<file path="src/rtl/app_pkg.sv">
package app_pkg;

  // Register byte offsets
  localparam logic [15:0] OFS_LOW_THR     = 16'h20A8;
  localparam logic [15:0] OFS_LOW_HYST    = 16'h20AC;
  localparam logic [15:0] OFS_HIGH_THR    = 16'h20B0;
  localparam logic [15:0] OFS_HIGH_HYST   = 16'h20B4;
  localparam logic [15:0] OFS_DELTA_LIMIT = 16'h20B8;
  localparam logic [15:0] OFS_TEMP_GAIN   = 16'h2238;
  localparam logic [15:0] OFS_FLAGS_A     = 16'h20C0;
  localparam logic [15:0] OFS_FLAGS_MASK  = 16'h20C4;
  localparam logic [15:0] OFS_LIVE_STATE  = 16'h20C8;
  localparam logic [15:0] OFS_RESULT      = 16'h20CC;

  // Field widths and positions
  localparam int GAIN_W         = 15;
  localparam int GAIN_FRAC_BITS = 14;
  localparam int DATA_W         = 16;
  localparam int FLAG_LOW_POS   = 4;
  localparam int FLAG_HIGH_POS  = 5;
  localparam int FLAG_DELTA_POS = 6;

  // Reset values, zero gain code and saturation value
  localparam logic [15:0] RST_THRESHOLD = 16'h0000;
  localparam logic [14:0] RST_TEMP_GAIN = 15'h4000;
  localparam logic [14:0] GAIN_ZERO     = 15'h0000;
  localparam logic [31:0] RST_FLAGS     = 32'h0000_0000;
  localparam logic [31:0] RST_MASK      = 32'h0000_0000;
  localparam logic [15:0] DATA_MAX      = 16'hFFFF;

endpackage

</file>
<file path="src/rtl/app_postproc.sv">
// Decided for this implementation: the address-and-strobe port.
`timescale 1ns/1ns
// Result post-processing: temperature gain, limit and delta checks
module app_postproc (
  // Clock and reset
  input  wire logic        clk,
  input  wire logic        srst,

  // Conversion input
  input  wire logic        conv_valid,
  input  wire logic [15:0] conv_data,
  input  wire logic        conv_is_temp,

  // Register port
  input  wire logic [15:0] reg_addr,
  input  wire logic [31:0] reg_wdata,
  input  wire logic        reg_wr,
  input  wire logic        reg_rd,
  output logic      [31:0] reg_rdata,

  // Stored result
  output logic             result_valid,
  output logic      [15:0] conversion_result,

  // Live check state
  output logic             low_limit_active,
  output logic             high_limit_active,

  // Interrupt
  output logic             irq
);

  // Software settings
  logic [15:0] low_threshold_value;
  logic [15:0] low_hysteresis_value;
  logic [15:0] high_threshold_value;
  logic [15:0] high_hysteresis_value;
  logic [15:0] delta_limit_value;
  logic [14:0] temp_gain_value;

  // Sticky flags and mask
  logic [31:0] interrupt_flags_a;
  logic [31:0] flags_mask;
  logic [31:0] flag_events;
  logic [31:0] next_flags;

  // Pipeline between gain and checks
  logic        corr_valid;
  logic [15:0] corr_data;
  logic        check_pulse;

  // Delta check state
  logic [15:0] prev_result;
  logic        prev_valid;
  logic [15:0] delta_abs;
  logic        delta_error_flag;

  // Limit check outputs
  logic        low_flag_state;
  logic        high_flag_state;
  logic        low_limit_flag;
  logic        high_limit_flag;

  // Decoded accesses
  logic        wr_low_thr;
  logic        wr_low_hyst;
  logic        wr_high_thr;
  logic        wr_high_hyst;
  logic        wr_delta;
  logic        wr_gain;
  logic        wr_mask;
  logic        rd_flags;
  logic [31:0] next_rdata;

  // Write decode
  assign wr_low_thr   = reg_wr && (reg_addr == app_pkg::OFS_LOW_THR);
  assign wr_low_hyst  = reg_wr && (reg_addr == app_pkg::OFS_LOW_HYST);
  assign wr_high_thr  = reg_wr && (reg_addr == app_pkg::OFS_HIGH_THR);
  assign wr_high_hyst = reg_wr && (reg_addr == app_pkg::OFS_HIGH_HYST);
  assign wr_delta     = reg_wr && (reg_addr == app_pkg::OFS_DELTA_LIMIT);
  assign wr_gain      = reg_wr && (reg_addr == app_pkg::OFS_TEMP_GAIN);
  assign wr_mask      = reg_wr && (reg_addr == app_pkg::OFS_FLAGS_MASK);

  // Read of the flag register clears it
  assign rd_flags     = reg_rd && (reg_addr == app_pkg::OFS_FLAGS_A);

  // Places the three event bits in the flag register layout
  function automatic logic [31:0] flag_layout(input logic low_b,
                                              input logic high_b,
                                              input logic delta_b);
    logic [31:0] v;
    v = '0;
    v[app_pkg::FLAG_LOW_POS]   = low_b;
    v[app_pkg::FLAG_HIGH_POS]  = high_b;
    v[app_pkg::FLAG_DELTA_POS] = delta_b;
    return v;
  endfunction

  // Lower limit settings, zero after reset
  always_ff @(posedge clk) begin
    if (srst) begin
      low_threshold_value  <= app_pkg::RST_THRESHOLD;
      low_hysteresis_value <= app_pkg::RST_THRESHOLD;
    end else begin
      if (wr_low_thr) begin
        low_threshold_value <= reg_wdata[15:0];
      end
      if (wr_low_hyst) begin
        low_hysteresis_value <= reg_wdata[15:0];
      end
    end
  end

  // Upper limit settings, zero after reset
  always_ff @(posedge clk) begin
    if (srst) begin
      high_threshold_value  <= app_pkg::RST_THRESHOLD;
      high_hysteresis_value <= app_pkg::RST_THRESHOLD;
    end else begin
      if (wr_high_thr) begin
        high_threshold_value <= reg_wdata[15:0];
      end
      if (wr_high_hyst) begin
        high_hysteresis_value <= reg_wdata[15:0];
      end
    end
  end

  // Delta limit setting, zero after reset
  always_ff @(posedge clk) begin
    if (srst) begin
      delta_limit_value <= app_pkg::RST_THRESHOLD;
    end else if (wr_delta) begin
      delta_limit_value <= reg_wdata[15:0];
    end
  end

  // Temperature gain register, unity after reset
  always_ff @(posedge clk) begin
    if (srst) begin
      temp_gain_value <= app_pkg::RST_TEMP_GAIN;
    end else if (wr_gain) begin
      temp_gain_value <= reg_wdata[app_pkg::GAIN_W-1:0];
    end
  end

  // Interrupt mask register
  always_ff @(posedge clk) begin
    if (srst) begin
      flags_mask <= app_pkg::RST_MASK;
    end else if (wr_mask) begin
      flags_mask <= reg_wdata & flag_layout(1'b1, 1'b1, 1'b1);
    end
  end

  // Gain stage, corrects temperature results only
  app_gain_mul u_gain (
    .clk        (clk),
    .srst       (srst),
    .in_valid   (conv_valid),
    .in_data    (conv_data),
    .in_is_temp (conv_is_temp),
    .gain       (temp_gain_value),
    .out_valid  (corr_valid),
    .out_data   (corr_data)
  );

  // Result data register, the value software sees
  always_ff @(posedge clk) begin
    if (srst) begin
      conversion_result <= '0;
    end else if (corr_valid) begin
      conversion_result <= corr_data;
    end
  end

  // Stored-result pulse, one cycle per new result
  always_ff @(posedge clk) begin
    if (srst) begin
      result_valid <= 1'b0;
    end else begin
      result_valid <= corr_valid;
    end
  end

  // Checks run once per newly stored result
  assign check_pulse = result_valid;

  // Lower threshold with hysteresis
  app_limit_hyst #(
    .IS_HIGH (1'b0)
  ) u_low (
    .clk        (clk),
    .srst       (srst),
    .check      (check_pulse),
    .sample     (conversion_result),
    .threshold  (low_threshold_value),
    .hysteresis (low_hysteresis_value),
    .flag       (low_flag_state),
    .hit        (low_limit_flag)
  );

  // Upper threshold with hysteresis
  app_limit_hyst #(
    .IS_HIGH (1'b1)
  ) u_high (
    .clk        (clk),
    .srst       (srst),
    .check      (check_pulse),
    .sample     (conversion_result),
    .threshold  (high_threshold_value),
    .hysteresis (high_hysteresis_value),
    .flag       (high_flag_state),
    .hit        (high_limit_flag)
  );

  // Magnitude of change from the previous stored result
  always_comb begin
    if (conversion_result >= prev_result) begin
      delta_abs = conversion_result - prev_result;
    end else begin
      delta_abs = prev_result - conversion_result;
    end
  end

  // Previous stored result, first one after reset has no predecessor
  always_ff @(posedge clk) begin
    if (srst) begin
      prev_result <= '0;
      prev_valid  <= 1'b0;
    end else if (check_pulse) begin
      prev_result <= conversion_result;
      prev_valid  <= 1'b1;
    end
  end

  // Delta check, one decision per stored result
  always_ff @(posedge clk) begin
    if (srst) begin
      delta_error_flag <= 1'b0;
    end else begin
      delta_error_flag <= check_pulse && prev_valid &&
                          (delta_abs > delta_limit_value);
    end
  end

  // Events gathered in flag layout
  assign flag_events = flag_layout(low_limit_flag, high_limit_flag, delta_error_flag);

  // Read clears, a new event in the same cycle wins
  always_comb begin
    next_flags = interrupt_flags_a;
    if (rd_flags) begin
      next_flags = '0;
    end
    next_flags = next_flags | flag_events;
  end

  // Sticky flag register
  always_ff @(posedge clk) begin
    if (srst) begin
      interrupt_flags_a <= app_pkg::RST_FLAGS;
    end else begin
      interrupt_flags_a <= next_flags;
    end
  end

  // Level interrupt from unmasked sticky bits
  always_ff @(posedge clk) begin
    if (srst) begin
      irq <= 1'b0;
    end else begin
      irq <= |(next_flags & flags_mask);
    end
  end

  // Live low hysteresis state, two cycles after the check pulse
  always_ff @(posedge clk) begin
    if (srst) begin
      low_limit_active <= 1'b0;
    end else begin
      low_limit_active <= low_flag_state;
    end
  end

  // Live high hysteresis state, two cycles after the check pulse
  always_ff @(posedge clk) begin
    if (srst) begin
      high_limit_active <= 1'b0;
    end else begin
      high_limit_active <= high_flag_state;
    end
  end

  // Read data mux, unmapped and reserved bits read zero
  always_comb begin
    next_rdata = '0;
    case (reg_addr)
      app_pkg::OFS_LOW_THR: begin
        next_rdata[15:0] = low_threshold_value;
      end
      app_pkg::OFS_LOW_HYST: begin
        next_rdata[15:0] = low_hysteresis_value;
      end
      app_pkg::OFS_HIGH_THR: begin
        next_rdata[15:0] = high_threshold_value;
      end
      app_pkg::OFS_HIGH_HYST: begin
        next_rdata[15:0] = high_hysteresis_value;
      end
      app_pkg::OFS_DELTA_LIMIT: begin
        next_rdata[15:0] = delta_limit_value;
      end
      app_pkg::OFS_TEMP_GAIN: begin
        next_rdata[app_pkg::GAIN_W-1:0] = temp_gain_value;
      end
      app_pkg::OFS_FLAGS_A: begin
        next_rdata = interrupt_flags_a;
      end
      app_pkg::OFS_FLAGS_MASK: begin
        next_rdata = flags_mask;
      end
      app_pkg::OFS_LIVE_STATE: begin
        next_rdata = flag_layout(low_flag_state, high_flag_state, 1'b0);
      end
      app_pkg::OFS_RESULT: begin
        next_rdata[15:0] = conversion_result;
      end
      default: begin
        next_rdata = '0;
      end
    endcase
  end

  // Read data stand only in the cycle after the strobe
  always_ff @(posedge clk) begin
    if (srst) begin
      reg_rdata <= '0;
    end else if (reg_rd) begin
      reg_rdata <= next_rdata;
    end else begin
      reg_rdata <= '0;
    end
  end

endmodule // app_postproc

</file>
<file path="src/rtl/app_gain_mul.sv">
`timescale 1ns/1ns
// Scales temperature results by the Q1.14 gain, passes other channels
module app_gain_mul (
  // Clock and reset
  input  wire logic                       clk,
  input  wire logic                       srst,
  // Incoming conversion
  input  wire logic                       in_valid,
  input  wire logic [app_pkg::DATA_W-1:0] in_data,
  input  wire logic                       in_is_temp,
  // Gain setting
  input  wire logic [app_pkg::GAIN_W-1:0] gain,
  // Corrected conversion
  output logic                            out_valid,
  output logic      [app_pkg::DATA_W-1:0] out_data
);

  logic [30:0] product;
  logic [16:0] scaled;
  logic [15:0] corrected;

  // Unsigned Q1.14 product, one code step is 2^-14
  assign product = 31'(in_data) * 31'(gain);
  assign scaled  = product[30:app_pkg::GAIN_FRAC_BITS];

  // Saturate above full scale, zero code forces zero
  always_comb begin
    if (gain == app_pkg::GAIN_ZERO) begin
      corrected = '0;
    end else if (scaled[16]) begin
      corrected = app_pkg::DATA_MAX;
    end else begin
      corrected = scaled[15:0];
    end
  end

  // Register output, only temperature channel is corrected
  always_ff @(posedge clk) begin
    if (srst) begin
      out_valid <= 1'b0;
      out_data  <= '0;
    end else begin
      out_valid <= in_valid;
      if (in_valid) begin
        out_data <= in_is_temp ? corrected : in_data;
      end
    end
  end

endmodule // app_gain_mul

</file>
<file path="src/rtl/app_limit_hyst.sv">
`timescale 1ns/1ns
// One threshold with hysteresis, low or high sense
module app_limit_hyst #(
  parameter bit IS_HIGH = 1'b0
) (
  // Clock and reset
  input  wire logic        clk,
  input  wire logic        srst,
  // Evaluation request
  input  wire logic        check,
  input  wire logic [15:0] sample,
  // Settings
  input  wire logic [15:0] threshold,
  input  wire logic [15:0] hysteresis,
  // Results
  output logic             flag,
  output logic             hit
);

  logic        trip;
  logic        release_ok;
  logic        next_flag;
  logic [16:0] sum_thr;
  logic [16:0] sum_smp;

  assign sum_thr = {1'b0, threshold} + {1'b0, hysteresis};
  assign sum_smp = {1'b0, sample} + {1'b0, hysteresis};

  // Trip and release conditions per sense
  always_comb begin
    if (IS_HIGH) begin
      trip       = sample > threshold;
      release_ok = sum_smp < {1'b0, threshold};
    end else begin
      trip       = sample < threshold;
      release_ok = {1'b0, sample} > sum_thr;
    end
    next_flag = flag ? !release_ok : trip;
  end

  // Flag state and per-evaluation hit
  always_ff @(posedge clk) begin
    if (srst) begin
      flag <= 1'b0;
      hit  <= 1'b0;
    end else begin
      hit <= check & next_flag;
      if (check) begin
        flag <= next_flag;
      end
    end
  end

endmodule // app_limit_hyst

</file>
<file path="config.mk">
export PLATFORM = sky130hd
export DESIGN_NAME = app_postproc
export DESIGN_NICKNAME = d
export VERILOG_FILES = /design/src/rtl/app_pkg.sv /design/src/rtl/app_postproc.sv /design/src/rtl/app_gain_mul.sv /design/src/rtl/app_limit_hyst.sv
export SDC_FILE = /design/constraint.sdc
export NUM_CORES = 1
export LEC_CHECK = 0
export ABC_AREA = 1
export BUFFER_PORTS_ARGS = -buffer_cell sky130_fd_sc_hd__clkbuf_2
export CORE_UTILIZATION = 40
export CTS_BUF_LIST = sky130_fd_sc_hd__clkbuf_16
export CTS_CLUSTER_SIZE = 40
export DETAILED_ROUTE_END_ITERATION = 10
export GPL_TIMING_DRIVEN = 0
export PLACE_DENSITY = 0.66
export SLEW_MARGIN = 40
export SYNTH_ARGS = -nofsm -noshare
export SYNTH_HDL_FRONTEND = slang
export SYNTH_SLANG_ARGS = --single-unit
</file>
<file path="constraint.sdc">
create_clock -name clk -period 8.7 [get_ports clk]
set_input_delay 1.305 -clock clk [delete_from_list [all_inputs] [get_ports clk]]
set_output_delay 1.305 -clock clk [all_outputs]
set_load 0.01 [all_outputs]
</file>
==> metrics.txt <==
Tmin final 7390 ps; status finished clean; pwr/cell area 101 nW/µm²; final worst slack 1310 ps; critical path data arrival time 7740 ps; syn avg cell area 7.08 µm²; maximum VDD drop 0.116 mV; Nets 3531; die height 230 µm; Fmax 135 MHz; Via density 5.15; drt drc 0; initial antenna violation count 4; Die ar. 52900 µm²; core area 51300 µm²; post-synthesis async set-or-reset flop share 0%; drt wl/cell 18.2 µm; most used flip-flop cell after synthesis dfxtp_1; CTS tree yes; largest cells by area after synthesis fa_1, dfxtp_1, ha_1, inv_1, nand2_1; clk slew on worst S/H paths 90 ps; sequential area share after synthesis 16.9%; Area Growth Syn to Fin 9.07%; DR iter-0 viols 1863; Inst Count DP 3706; setup TNS 0 ps; MaxCap Viol Count 0; CP required 9050 ps; die width 230 µm; EDFF count, synth 0; Hold-fix buffers, CTS 0; warnings from Yosys 0; Worst slew margin 41.7%; clk_skew 14.4 ps; Synth cell types 57; vias in the first global route 18500; IO Pins 122; FILL cells 5381; Slew Viols, Final 0; dpl ws 876 ps; cells after synthesis 2938; post-route ant nets 0; dominant cell type by area after synthesis fa_1; worst hold margin 486 ps; Fin. Hold Viols 0; post-route insts no fill 3739; crit start category input pin; worst-margin pin slew 875 ps; first-pass iteration count of the detailed router 6; #FFs+latches synth 176; input/output buffers 73; total power 2280 µW; largest net degree at the start of global routing 21; RSZ-0062 raised after global routing no; Initial Util 40.5%; final WL 68.0 mm; Tcrit/Tclk final 85.0%; Final HPWL DP 55.4 mm; critical path start-end classification input pin to register; Worst-Skew Late Latency 450 ps; TritonCTS sink count 176; Synth top area share 17.6%; Setup-failing EPs final 0; Max Root-Sink Buffers 2; Num CTS Buffers 17; Critical-path top delay cell clkbuf_1; DR vias 19200; num rows 83; hold crit path type register to register; GRT overflow 0; Pleak 0.0121 µW; largest fanout on the critical path 10; Mapped Area 20800 µm²; share of cells above drive strength 1 6.54%; post-CTS setup buffer count 0; element type at the critical path end register; first-pass GRT wire length 105 mm; Total GRT Usage 25.8%; Critical Path Max Stage Delay 640 ps; gpl congestion 0.979; H-tree Lvls 4; # resized after CTS 0; Root Driver clkbuf_16
-- synth_stat cells (all sizes together) (20+ instances only) --
cell type / instances
nand3: 77
buf: 53
xnor2: 20
nor2: 228
o21ai: 128
xor2: 32
dfxtp: 176
inv: 656
a21oi: 215
nand2: 623
nand4: 28
a211oi: 86
o21bai: 20
ha: 233
fa: 183
clkbuf: 83
-- placed cells by master (no fill, tap or decap), types with 15 or more instances in the layout --
cell	instances
nand2_1	613
nand3_1	73
buf_2	23
a22oi_1	16
buf_4	19
nand4_1	25
xor2_1	32
clkbuf_16	17
a21oi_1	215
ha_1	233
conb_1	16
nor2_1	220
inv_1	645
clkbuf_2	73
o21ai_0	125
a211oi_1	84
clkbuf_1	83
xnor2_1	20
dfxtp_1	176
o21bai_1	19
nor3_1	15
fa_1	183
-- worst max-delay path: cells and delay by family --
kind            cells  cell delay, ps
buf+inv             6            1540
simple gates       11            1410
fa+ha+maj           7            3410
compound gates      1              60
-- sequential cells by signal, indices dropped and copies added, names as in the netlist, 3 cells and up --
register and flops:
high_threshold_value 16, conversion_result 16, interrupt_flags_a 3, high_hysteresis_value 16, temp_gain_value 15, low_threshold_value 16
u_gain.out_data 16, low_hysteresis_value 16, prev_result 16, reg_rdata 16, delta_limit_value 16, flags_mask 3
-- cells by family after synthesis --
kind of cell	after synthesis	synth area share [%]
compound gates	509	14.4
xor+xnor	52	2.19
fa+ha+maj	416	31.6
buf+inv	796	15.2
flops	176	16.9
mux	1	0.0481
other cells	1	0.0180
simple gates	987	19.6
-- through the flow --
stage                     cell area [µm²]  utilization, %
final                               22700            44.2
after global routing                22700            44.2
after CTS                           22700            44.2
after detailed placement            22100            43.0
after global placement              22100            43.0
after floorplan                     20800               -
-- metal layers --
layer / GRT usage [%] / wire [µm] / up-vias
li1: - / - / 9351
met1: 35.6 / 29900 / 8999
met2: 41.2 / 30000 / 757
met3: 3.93 / 5730 / 130
met4: 8.11 / 2310 / 6
met5: 0 / 45 / -
-- path summary, 6_finish.rpt --
path	start	to	slack (ps)	depth (start not counted)
setup / recovery	conv_data[8]	u_gain.out_data[6]$_SDFFE_PP0P_	1310	25
hold / removal	prev_valid$_SDFFE_PP0P_	prev_valid$_SDFFE_PP0P_	490	2
setup reg to reg	temp_gain_value[7]$_SDFFE_PP0P_	u_gain.out_data[6]$_SDFFE_PP0P_	1920	25
hold reg to reg	prev_valid$_SDFFE_PP0P_	prev_valid$_SDFFE_PP0P_	490	2
-- where the power goes --
group	leakage (µW)	internal [µW]	switching, µW
registers	0.00143	821	35.2
logic	0.0104	218	414
clock network	0.000290	391	403
-- final cells by class --
type	count	area, µm²	share of cell area, %
Multi-Input combinational cell	1981	14200	62.5
Sequential cell	176	3520	15.5
Inverter	660	2480	10.9
Tap cell	680	851	3.75
Buffer	136	678	2.99
Clock buffer	17	425	1.88
Timing Repair Buffer	73	365	1.61
Clock inverter	15	186	0.822
Antenna cell	1	2.50	0.0110
(Power assumes the default switching activity.)
